===== config.mk =====
export PLATFORM = sky130hd
export DESIGN_NAME = bridge_memory_window_regs
export DESIGN_NICKNAME = d
export VERILOG_FILES = /design/src/shared/bridge_window_pkg.sv /design/src/window_match.sv /design/src/bridge_memory_window_regs.sv
export SDC_FILE = /design/constraint.sdc
export NUM_CORES = 1
export LEC_CHECK = 0
export BUFFER_PORTS_ARGS = -buffer_cell sky130_fd_sc_hd__buf_4
export CORE_UTILIZATION = 35
export CTS_BUF_LIST = sky130_fd_sc_hd__clkbuf_4
export CTS_CLUSTER_DIAMETER = 40
export DETAILED_ROUTE_END_ITERATION = 8
export HOLD_SLACK_MARGIN = 0.06
export SLEW_MARGIN = 15
export SYNTH_ARGS = -nofsm -noshare
export SYNTH_HDL_FRONTEND = slang
export SYNTH_SLANG_ARGS = --single-unit
export TNS_END_PERCENT = 30

===== constraint.sdc =====
create_clock -name clk -period 2.2 [get_ports clk]
set_input_delay 0.11 -clock clk [delete_from_list [all_inputs] [get_ports clk]]
set_output_delay 0.11 -clock clk [all_outputs]
set_load 0.1 [all_outputs]

===== src/shared/bridge_window_pkg.sv =====
// Constants for the bridge memory forwarding window registers.
// Assumes dword configuration accesses with byte enables from the primary side.
package bridge_window_pkg;

	// ==========================================
	// Configuration offsets (byte addresses)
	localparam logic [7:0]  MEM_BOTTOM_OFS      = 8'h20;
	localparam logic [7:0]  MEM_TOP_OFS         = 8'h22;
	localparam logic [7:0]  PF_BOTTOM_OFS       = 8'h24;
	localparam logic [7:0]  PF_TOP_OFS          = 8'h26;
	localparam logic [7:0]  PF_BOTTOM_HIGH_OFS  = 8'h28;
	localparam logic [7:0]  PF_TOP_HIGH_OFS     = 8'h2C;

	// ==========================================
	// Field layout
	localparam int          ADDR_FIELD_LSB      = 4;
	localparam int          ADDR_FIELD_W        = 12;
	localparam int          WINDOW_LOW_W        = 20;
	localparam logic [3:0]  RESERVED_NIBBLE     = 4'h0;
	localparam logic [3:0]  WIDE_ADDRESS_IND    = 4'h1;
	localparam logic [19:0] WINDOW_LOW_ZEROS    = 20'h00000;
	localparam logic [19:0] WINDOW_LOW_ONES     = 20'hFFFFF;

	// ==========================================
	// Reset values
	localparam logic [15:0] MEM_BOTTOM_RESET    = 16'h0000;
	localparam logic [15:0] MEM_TOP_RESET       = 16'h0000;
	localparam logic [15:0] PF_BOTTOM_RESET     = 16'h0001;
	localparam logic [15:0] PF_TOP_RESET        = 16'h0001;
	localparam logic [31:0] PF_HIGH_RESET       = 32'h00000000;
	localparam logic [31:0] UNMAPPED_READ       = 32'h00000000;

endpackage : bridge_window_pkg


===== src/window_match.sv =====
// Inclusive range compare of an address against a bottom and a top bound.
// Assumes bounds are stable registers; purely combinational.
`timescale 1ns/10ps
`default_nettype none

module window_match #(
	parameter int WIDTH = 64
) (
	input  wire logic [WIDTH-1:0] addr,
	input  wire logic [WIDTH-1:0] bottom,
	input  wire logic [WIDTH-1:0] top,
	output logic                  hit
);

	// An inverted window (top below bottom) never matches
	assign hit = (addr >= bottom) && (addr <= top);

endmodule : window_match

`default_nettype wire


===== src/bridge_memory_window_regs.sv =====
// Memory forwarding window registers of a bridge and the downstream decode.
// Assumes same-clock configuration requests with byte enables and a
// transaction address presented for one cycle with txn_valid.
`timescale 1ns/10ps
`default_nettype none

// Behaviour
// - A 16-bit writable register holds address bits 31:20 of the top of the plain memory window, reset zero.
// - The top of either window takes its low 20 address bits as all ones.
// - Bits 3:0 of the plain window top register read zero and ignore writes.
// - The prefetch bottom register holds address bits 31:20 of the prefetch bottom, low 20 bits zero.
// - The prefetch top register holds address bits 31:20 of the prefetch window top.
// - Bits 3:0 of both prefetch bound registers are read-only one, and both reset to one.
// - A separate register gives address bits 63:32 of the prefetch bottom for a 64-bit compare.
// - A separate register gives address bits 63:32 of the prefetch top.
// - The prefetch bottom upper half is fully writable over 31:0 and resets to zero.
// - The plain window bottom comes from bits 15:4 at offset 20h, low 20 bits zero.
module bridge_memory_window_regs (
	input  wire logic        clk,
	input  wire logic        rst_b,
	input  wire logic        cfg_wr_en,
	input  wire logic        cfg_rd_en,
	input  wire logic [7:0]  cfg_addr,
	input  wire logic [3:0]  cfg_be,
	input  wire logic [31:0] cfg_wdata,
	output logic      [31:0] cfg_rdata,
	output logic             cfg_rd_ack,
	input  wire logic        txn_valid,
	input  wire logic [63:0] txn_addr,
	output logic             decode_valid,
	output logic             decode_forward,
	output logic             decode_prefetch
);

	// ==========================================
	// Storage
	logic [11:0] mem_bottom_reg;
	logic [11:0] memory_window_top_bits_reg;
	logic [11:0] prefetch_window_bottom_bits_reg;
	logic [11:0] prefetch_window_top_bits_reg;
	logic [31:0] pf_bottom_high_reg;
	logic [31:0] pf_top_high_reg;
	logic [5:0]  dword;
	logic        wr_lo20;
	logic        wr_lo24;
	logic        wr_28;
	logic        wr_2c;
	logic [15:0] mem_bottom_view;
	logic [15:0] mem_top_view;
	logic [15:0] pf_bottom_view;
	logic [15:0] pf_top_view;
	logic [31:0] rdata_next;
	logic [63:0] mem_lo;
	logic [63:0] mem_hi;
	logic [63:0] pf_lo;
	logic [63:0] pf_hi;
	logic        mem_hit;
	logic        pf_hit;

	// Byte lanes 1:0 reach field bits 11:4 and 3:0 of a 16-bit bound
	function automatic logic [11:0] lane_update(
		input logic [11:0] old,
		input logic [15:0] d,
		input logic [1:0]  be
	);
		lane_update = {be[1] ? d[15:8] : old[11:4], be[0] ? d[7:4] : old[3:0]};
	endfunction : lane_update

	function automatic logic [31:0] word_update(
		input logic [31:0] old,
		input logic [31:0] d,
		input logic [3:0]  be
	);
		word_update = {be[3] ? d[31:24] : old[31:24], be[2] ? d[23:16] : old[23:16],
			be[1] ? d[15:8] : old[15:8], be[0] ? d[7:0] : old[7:0]};
	endfunction : word_update

	// ==========================================
	// Address decode
	assign dword   = cfg_addr[7:2];
	assign wr_lo20 = cfg_wr_en && (dword == bridge_window_pkg::MEM_BOTTOM_OFS[7:2]);
	assign wr_lo24 = cfg_wr_en && (dword == bridge_window_pkg::PF_BOTTOM_OFS[7:2]);
	assign wr_28   = cfg_wr_en && (dword == bridge_window_pkg::PF_BOTTOM_HIGH_OFS[7:2]);
	assign wr_2c   = cfg_wr_en && (dword == bridge_window_pkg::PF_TOP_HIGH_OFS[7:2]);

	// ==========================================
	// Plain memory window
	// base bits writes
	always_ff @(posedge clk or negedge rst_b) begin
		if (!rst_b) begin
			mem_bottom_reg <= bridge_window_pkg::MEM_BOTTOM_RESET[15:4];
		end else if (wr_lo20) begin
			mem_bottom_reg <= lane_update(mem_bottom_reg, cfg_wdata[15:0], cfg_be[1:0]);
		end
	end

	always_ff @(posedge clk or negedge rst_b) begin
		if (!rst_b) begin
			memory_window_top_bits_reg <= bridge_window_pkg::MEM_TOP_RESET[15:4];
		end else if (wr_lo20) begin
			memory_window_top_bits_reg <= lane_update(memory_window_top_bits_reg,
				cfg_wdata[31:16], cfg_be[3:2]);
		end
	end

	// ==========================================
	// Prefetchable window
	// bottom bits writes
	always_ff @(posedge clk or negedge rst_b) begin
		if (!rst_b) begin
			prefetch_window_bottom_bits_reg <= bridge_window_pkg::PF_BOTTOM_RESET[15:4];
		end else if (wr_lo24) begin
			prefetch_window_bottom_bits_reg <= lane_update(prefetch_window_bottom_bits_reg,
				cfg_wdata[15:0], cfg_be[1:0]);
		end
	end

	always_ff @(posedge clk or negedge rst_b) begin
		if (!rst_b) begin
			prefetch_window_top_bits_reg <= bridge_window_pkg::PF_TOP_RESET[15:4];
		end else if (wr_lo24) begin
			prefetch_window_top_bits_reg <= lane_update(prefetch_window_top_bits_reg,
				cfg_wdata[31:16], cfg_be[3:2]);
		end
	end

	always_ff @(posedge clk or negedge rst_b) begin
		if (!rst_b) begin
			pf_bottom_high_reg <= bridge_window_pkg::PF_HIGH_RESET;
		end else if (wr_28) begin
			pf_bottom_high_reg <= word_update(pf_bottom_high_reg, cfg_wdata, cfg_be);
		end
	end

	always_ff @(posedge clk or negedge rst_b) begin
		if (!rst_b) begin
			pf_top_high_reg <= bridge_window_pkg::PF_HIGH_RESET;
		end else if (wr_2c) begin
			pf_top_high_reg <= word_update(pf_top_high_reg, cfg_wdata, cfg_be);
		end
	end

	// ==========================================
	// Read-back
	// reserved nibble reads zero
	assign mem_bottom_view = {mem_bottom_reg, bridge_window_pkg::RESERVED_NIBBLE};
	assign mem_top_view    = {memory_window_top_bits_reg, bridge_window_pkg::RESERVED_NIBBLE};
	assign pf_bottom_view  = {prefetch_window_bottom_bits_reg, bridge_window_pkg::WIDE_ADDRESS_IND};
	assign pf_top_view     = {prefetch_window_top_bits_reg, bridge_window_pkg::WIDE_ADDRESS_IND};

	always_comb begin
		if (dword == bridge_window_pkg::MEM_BOTTOM_OFS[7:2]) begin
			rdata_next = {mem_top_view, mem_bottom_view};
		end else if (dword == bridge_window_pkg::PF_BOTTOM_OFS[7:2]) begin
			rdata_next = {pf_top_view, pf_bottom_view};
		end else if (dword == bridge_window_pkg::PF_BOTTOM_HIGH_OFS[7:2]) begin
			rdata_next = pf_bottom_high_reg;
		end else if (dword == bridge_window_pkg::PF_TOP_HIGH_OFS[7:2]) begin
			rdata_next = pf_top_high_reg;
		end else begin
			rdata_next = bridge_window_pkg::UNMAPPED_READ;
		end
	end

	// Data is held until the next read so software may sample late
	always_ff @(posedge clk or negedge rst_b) begin
		if (!rst_b) begin
			cfg_rdata  <= bridge_window_pkg::UNMAPPED_READ;
			cfg_rd_ack <= 1'b0;
		end else begin
			cfg_rd_ack <= cfg_rd_en;
			if (cfg_rd_en) begin
				cfg_rdata <= rdata_next;
			end
		end
	end

	// ==========================================
	// Forwarding decode
	// window bounds
	assign mem_lo = {32'h00000000, mem_bottom_reg, bridge_window_pkg::WINDOW_LOW_ZEROS};
	assign mem_hi = {32'h00000000, memory_window_top_bits_reg,
		bridge_window_pkg::WINDOW_LOW_ONES};
	assign pf_lo = {pf_bottom_high_reg, prefetch_window_bottom_bits_reg,
		bridge_window_pkg::WINDOW_LOW_ZEROS};
	assign pf_hi = {pf_top_high_reg, prefetch_window_top_bits_reg,
		bridge_window_pkg::WINDOW_LOW_ONES};

	window_match #(.WIDTH(64)) u_mem_match (
		.addr   (txn_addr),
		.bottom (mem_lo),
		.top    (mem_hi),
		.hit    (mem_hit)
	);

	window_match #(.WIDTH(64)) u_pf_match (
		.addr   (txn_addr),
		.bottom (pf_lo),
		.top    (pf_hi),
		.hit    (pf_hit)
	);

	always_ff @(posedge clk or negedge rst_b) begin
		if (!rst_b) begin
			decode_valid    <= 1'b0;
			decode_forward  <= 1'b0;
			decode_prefetch <= 1'b0;
		end else begin
			decode_valid    <= txn_valid;
			decode_forward  <= txn_valid && (mem_hit || pf_hit);
			decode_prefetch <= txn_valid && pf_hit;
		end
	end
endmodule : bridge_memory_window_regs

`default_nettype wire


# Word level (Yosys, flattened, before mapping)
# Index checks and enable logic that the tools add are counted.
totals:
  out_inout_bits: 36
  register_bits: 148
op_classes:
  n_eq_ne: 4
  n_mux: 4
  reduce_logical: 25
  order_cmp: 4
op_table:
  columns: ["op", "count"]
  rows:
  - ["$mux W32", 4]
  - ["$ge A64 B32 Y1", 1]
  - ["$ge A64 B64 Y1", 1]
  - ["$le A64 B32 Y1", 1]
  - ["$le A64 B64 Y1", 1]
  - ["$reduce_and A2 Y1", 16]
  - ["$eq A6 B4 Y1 const B", 4]
  - ["$logic_and A1 B1 Y1", 8]
  - ["$logic_or A1 B1 Y1", 1]

# Logic depth before layout (Yosys ltp)
depth:
  depth_word: 5
  mapped_depth: 9

# By module
# Synthesis repeated with hierarchy kept, for this count alone.
hier_totals:
  hier_cells: 1281
  area_unflattened_um2: 12624.6
by_module_without_submodules:
  columns: ["mod", "area_each_um2", "n_inst", "cells_each"]
  rows:
  - ["window_match", 3168.0, 2, 451]
  - ["bridge_memory_window_regs", 6288.5, 1, 379]

# Least setup slack after synthesis
# Ideal clock, no wire load.
synth_path:
  path_type: "flip-flop to flip-flop"
  from: "register pf_top_high_reg[1]"
  to: "register decode_forward"
  synth_period_minus_slack_ns: 2.054
  path_slack_ns: 0.146
  stages_incl_launch_ff: 10
  arrival_time_ns: 1.972
  required_time_ns: 2.117
  n_path_buf: 0
  setup_time_ns: 0.083
  path_cell_list: "dfrtp_1 -> inv_1 -> ha_1 -> a21o_1 -> a221o_1 -> a221oi_1 -> o21ai_0 -> o21a_1 -> o22a_1 -> o21ai_0"
synth_via:
  elab_chain_len: 4
synth_lines:
  columns: ["item", "line", "source"]
  rows:
  - ["start: declaration", "bridge_memory_window_regs.sv:42", "logic [31:0] pf_top_high_reg;"]
  - ["start signal: assignment", "bridge_memory_window_regs.sv:137", "pf_top_high_reg <= bridge_window_pkg::PF_HIGH_RESET;"]
  - ["start signal: assignment", "bridge_memory_window_regs.sv:139", "pf_top_high_reg <= word_update(pf_top_high_reg, cfg_wdata, cfg_be);"]
  - ["$le A64 B64 Y1", "window_match.sv:16", "assign hit = (addr >= bottom) && (addr <= top);"]
  - ["$logic_and A1 B1 Y1", "window_match.sv:16", null]
  - ["$logic_or A1 B1 Y1", "bridge_memory_window_regs.sv:210", "decode_forward <= txn_valid && (mem_hit || pf_hit);"]
  - ["$logic_and A1 B1 Y1", "bridge_memory_window_regs.sv:210", null]
  - ["end signal: assignment", "bridge_memory_window_regs.sv:210", null]
  - ["end: declaration", "bridge_memory_window_regs.sv:31", "output logic decode_forward,"]
# No other way between the ends.
# A chain may end at the register's enable or synchronous reset.

# Worst setup path in the final report
layout_path:
  from: "register pf_top_high_reg[11]"
  to: "register decode_forward"
# Same word-level chain as after synthesis.

==> impl_metrics.json <==
{
  "fin_setup_tns_ps": -29.3,
  "vias": 8150,
  "final_hold_viol_count": 0,
  "cp-start-kind": "flop",
  "drtPass1Iterations": 5,
  "cts_tree": "built",
  "max-slew-margin-rel": 0.616,
  "violations": "negative setup slack",
  "final_cell_mix": "buf_4, dfrtp_1, nand2_1, o21ai_0, inv_1",
  "track_usage": 0.222,
  "dieWidth_um": 162,
  "grt-ovfl-total": 0,
  "synth_seq_area_share": 0.411,
  "vdd_ir_drop_max_v": 0.000350,
  "stdcell_area_mm2": 0.0116,
  "fill_cells": 2447,
  "grt_pass1_vias": 8090,
  "grt_pass1_wl_mm": 44.1,
  "required_ps": 2670,
  "crit_path_end_kind": "flop",
  "syn_to_final_growth_pct": 28.4,
  "via_per_inst": 5.12,
  "postSynthCellCount": 1029,
  "status": "finished, violations left",
  "drive_gt1_frac": 0.214,
  "ant_nets": 0,
  "placed_cell_area_mm2": 0.0107,
  "synth_edf_count": 0,
  "io_buffers": 146,
  "synth_cell_types": 47,
  "critPathArrivalTime_ps": 2700,
  "synth_ff_type": "dfrtp_1",
  "design.core.area_mm2": 0.0252,
  "fin_ws_ps": -29.3,
  "gp_congestion": 0.834,
  "synthTopCellsByArea": "dfrtp_1, ha_1, o21ai_0",
  "syn_avg_cell_area_um2": 8.75,
  "min_path_type": "primary input to flop",
  "drcViolationCount": 0,
  "synth_top_cell_by_area": "dfrtp_1",
  "final-max-slew-violation-count": 0,
  "yosys.area.top_type_share": 0.411,
  "syn-num-nets": 1254,
  "synth_warnings": 0,
  "dieArea_mm2": 0.0264,
  "ys_ff_latch": 148,
  "grt_max_degree": 51,
  "die_h_um": 162,
  "fin_skew_ps": 28.7,
  "cts_buffers": 17,
  "num_rows": 58,
  "worstPathMaxFanout": 3,
  "fmax_ghz": 0.449,
  "p_leak_nw": 5.69,
  "wl_per_cell_um": 17.8,
  "critPathKind": "flop to flop",
  "io_pins": 149,
  "rsz0062_at_grt": "yes",
  "layout_min_cycle_time_ps": 2230,
  "cts_root_buffer": "clkbuf_4",
  "routed_wl_mm": 28.4,
  "initial_utilization": 0.358,
  "period_share": 1.01,
  "final-setup-viol-count": 1,
  "antenna_found_initial": 1,
  "tightest_slew_ps": 570,
  "cts_sinks": 148,
  "clk_latency_ps": 600,
  "power.density_mw_per_mm2": 613,
  "htree_num_levels": 4,
  "maxCapViolCount": 0,
  "hpwlAfterDp_mm": 21.9,
  "synth_area_mm2": 0.00901,
  "ys_async_sr_fraction": 1.00,
  "final_net_count": 1473,
  "layout_commonest_cell": "buf_4",
  "pre_cts_ws_ps": -126,
  "hold_slack_ps": 169,
  "clkTransAtPathRegs_ps": 140,
  "cts_buffer_depth": 2,
  "first_iter_violations": 523
}
[logic make-up after synthesis]
kind of cell / after synthesis / synth area share
simple gates: 305 / 0.155
compound gates: 274 / 0.171
buf+inv: 157 / 0.0660
flops: 148 / 0.411
fa+ha+maj: 112 / 0.156
mux: 33 / 0.0417
[through the flow]
step	utilization	total power, mW	instances
after floorplan	-	4.41	1029
final	0.460	7.10	1592
after global routing	0.460	7.51	1592
after CTS	0.456	7.12	1589
after detailed placement	0.425	5.21	1512
after global placement	0.425	5.16	1512
[power by group]
group	internal, mW	switching [mW]
clock network	0.614	1.21
registers	3.01	0.150
logic	0.818	1.29
[layer usage]
metal,vias up,global-route usage,wire length (um),part of all wire
met1,3927,0.285,12500,0.44
met3,32,0.0395,1170,0.041
met2,172,0.384,14300,0.50
met5,-,0,0,0
li1,4019,-,-,-
met4,0,0.0540,456,0.016
[worst max-delay path, cell delays in order, from the launching register on]
cell	delay, ps
dfrtp_1	380
inv_1	90
ha_4	280
nand4_1	210
nor4_4	380
nand4_1	250
a21oi_2	170
o21a_1	120
o22a_1	160
o21ai_1	60
[cells in the mapped netlist, drive strengths merged, types with 4 or more instances]
library cell,instances
inv,122
o21ai,125
o22ai,6
nor2,73
a221oi,5
mux2i,6
nand4,26
dfrtp,148
mux2,26
nand3,21
nor4,13
ha,112
nand2,145
a21o,9
a21oi,89
a22oi,23
nand2b,4
clkbuf,28
nor3,6
buf,7
[worst paths after layout]
kind                                     start                 end  slack (ps)  depth (start not counted)
setup / recovery           pf_top_high_reg[11]      decode_forward         -30                          9
hold / removal                    txn_addr[63]     decode_prefetch         170                          6
setup reg to reg           pf_top_high_reg[11]      decode_forward         -30                          9
hold reg to reg                  cfg_rdata[31]       cfg_rdata[31]         540                          2
max in group asynchronous                rst_b  pf_top_high_reg[4]        1140                          4
min in group asynchronous                rst_b       cfg_rdata[16]         490                          3
[layout make-up]
| cell class | count | area (um^2) | area share |
|---|---|---|---|
| sequential | 148 | 3700 | 0.320 |
| clock inverter | 15 | 163 | 0.0141 |
| inverter | 122 | 458 | 0.0396 |
| clock buffer | 17 | 128 | 0.0110 |
| timing repair buffer | 235 | 1900 | 0.164 |
| multi-input combinational | 724 | 4800 | 0.415 |
| antenna | 1 | 2.50 | 0.000216 |
| tap | 330 | 413 | 0.0357 |
[timing repair]
action / in CTS / in global routing
gates cloned: 0 / 0
endpoints found under the setup margin: 2 / 2
hold buffers: 44 / 0
pin swaps: 1 / 8
gates resized for setup: 8 / 9
endpoints found under the hold margin: 290 / 0
buffers inserted: 1 / 2
Power figures use the tool's default switching activity.
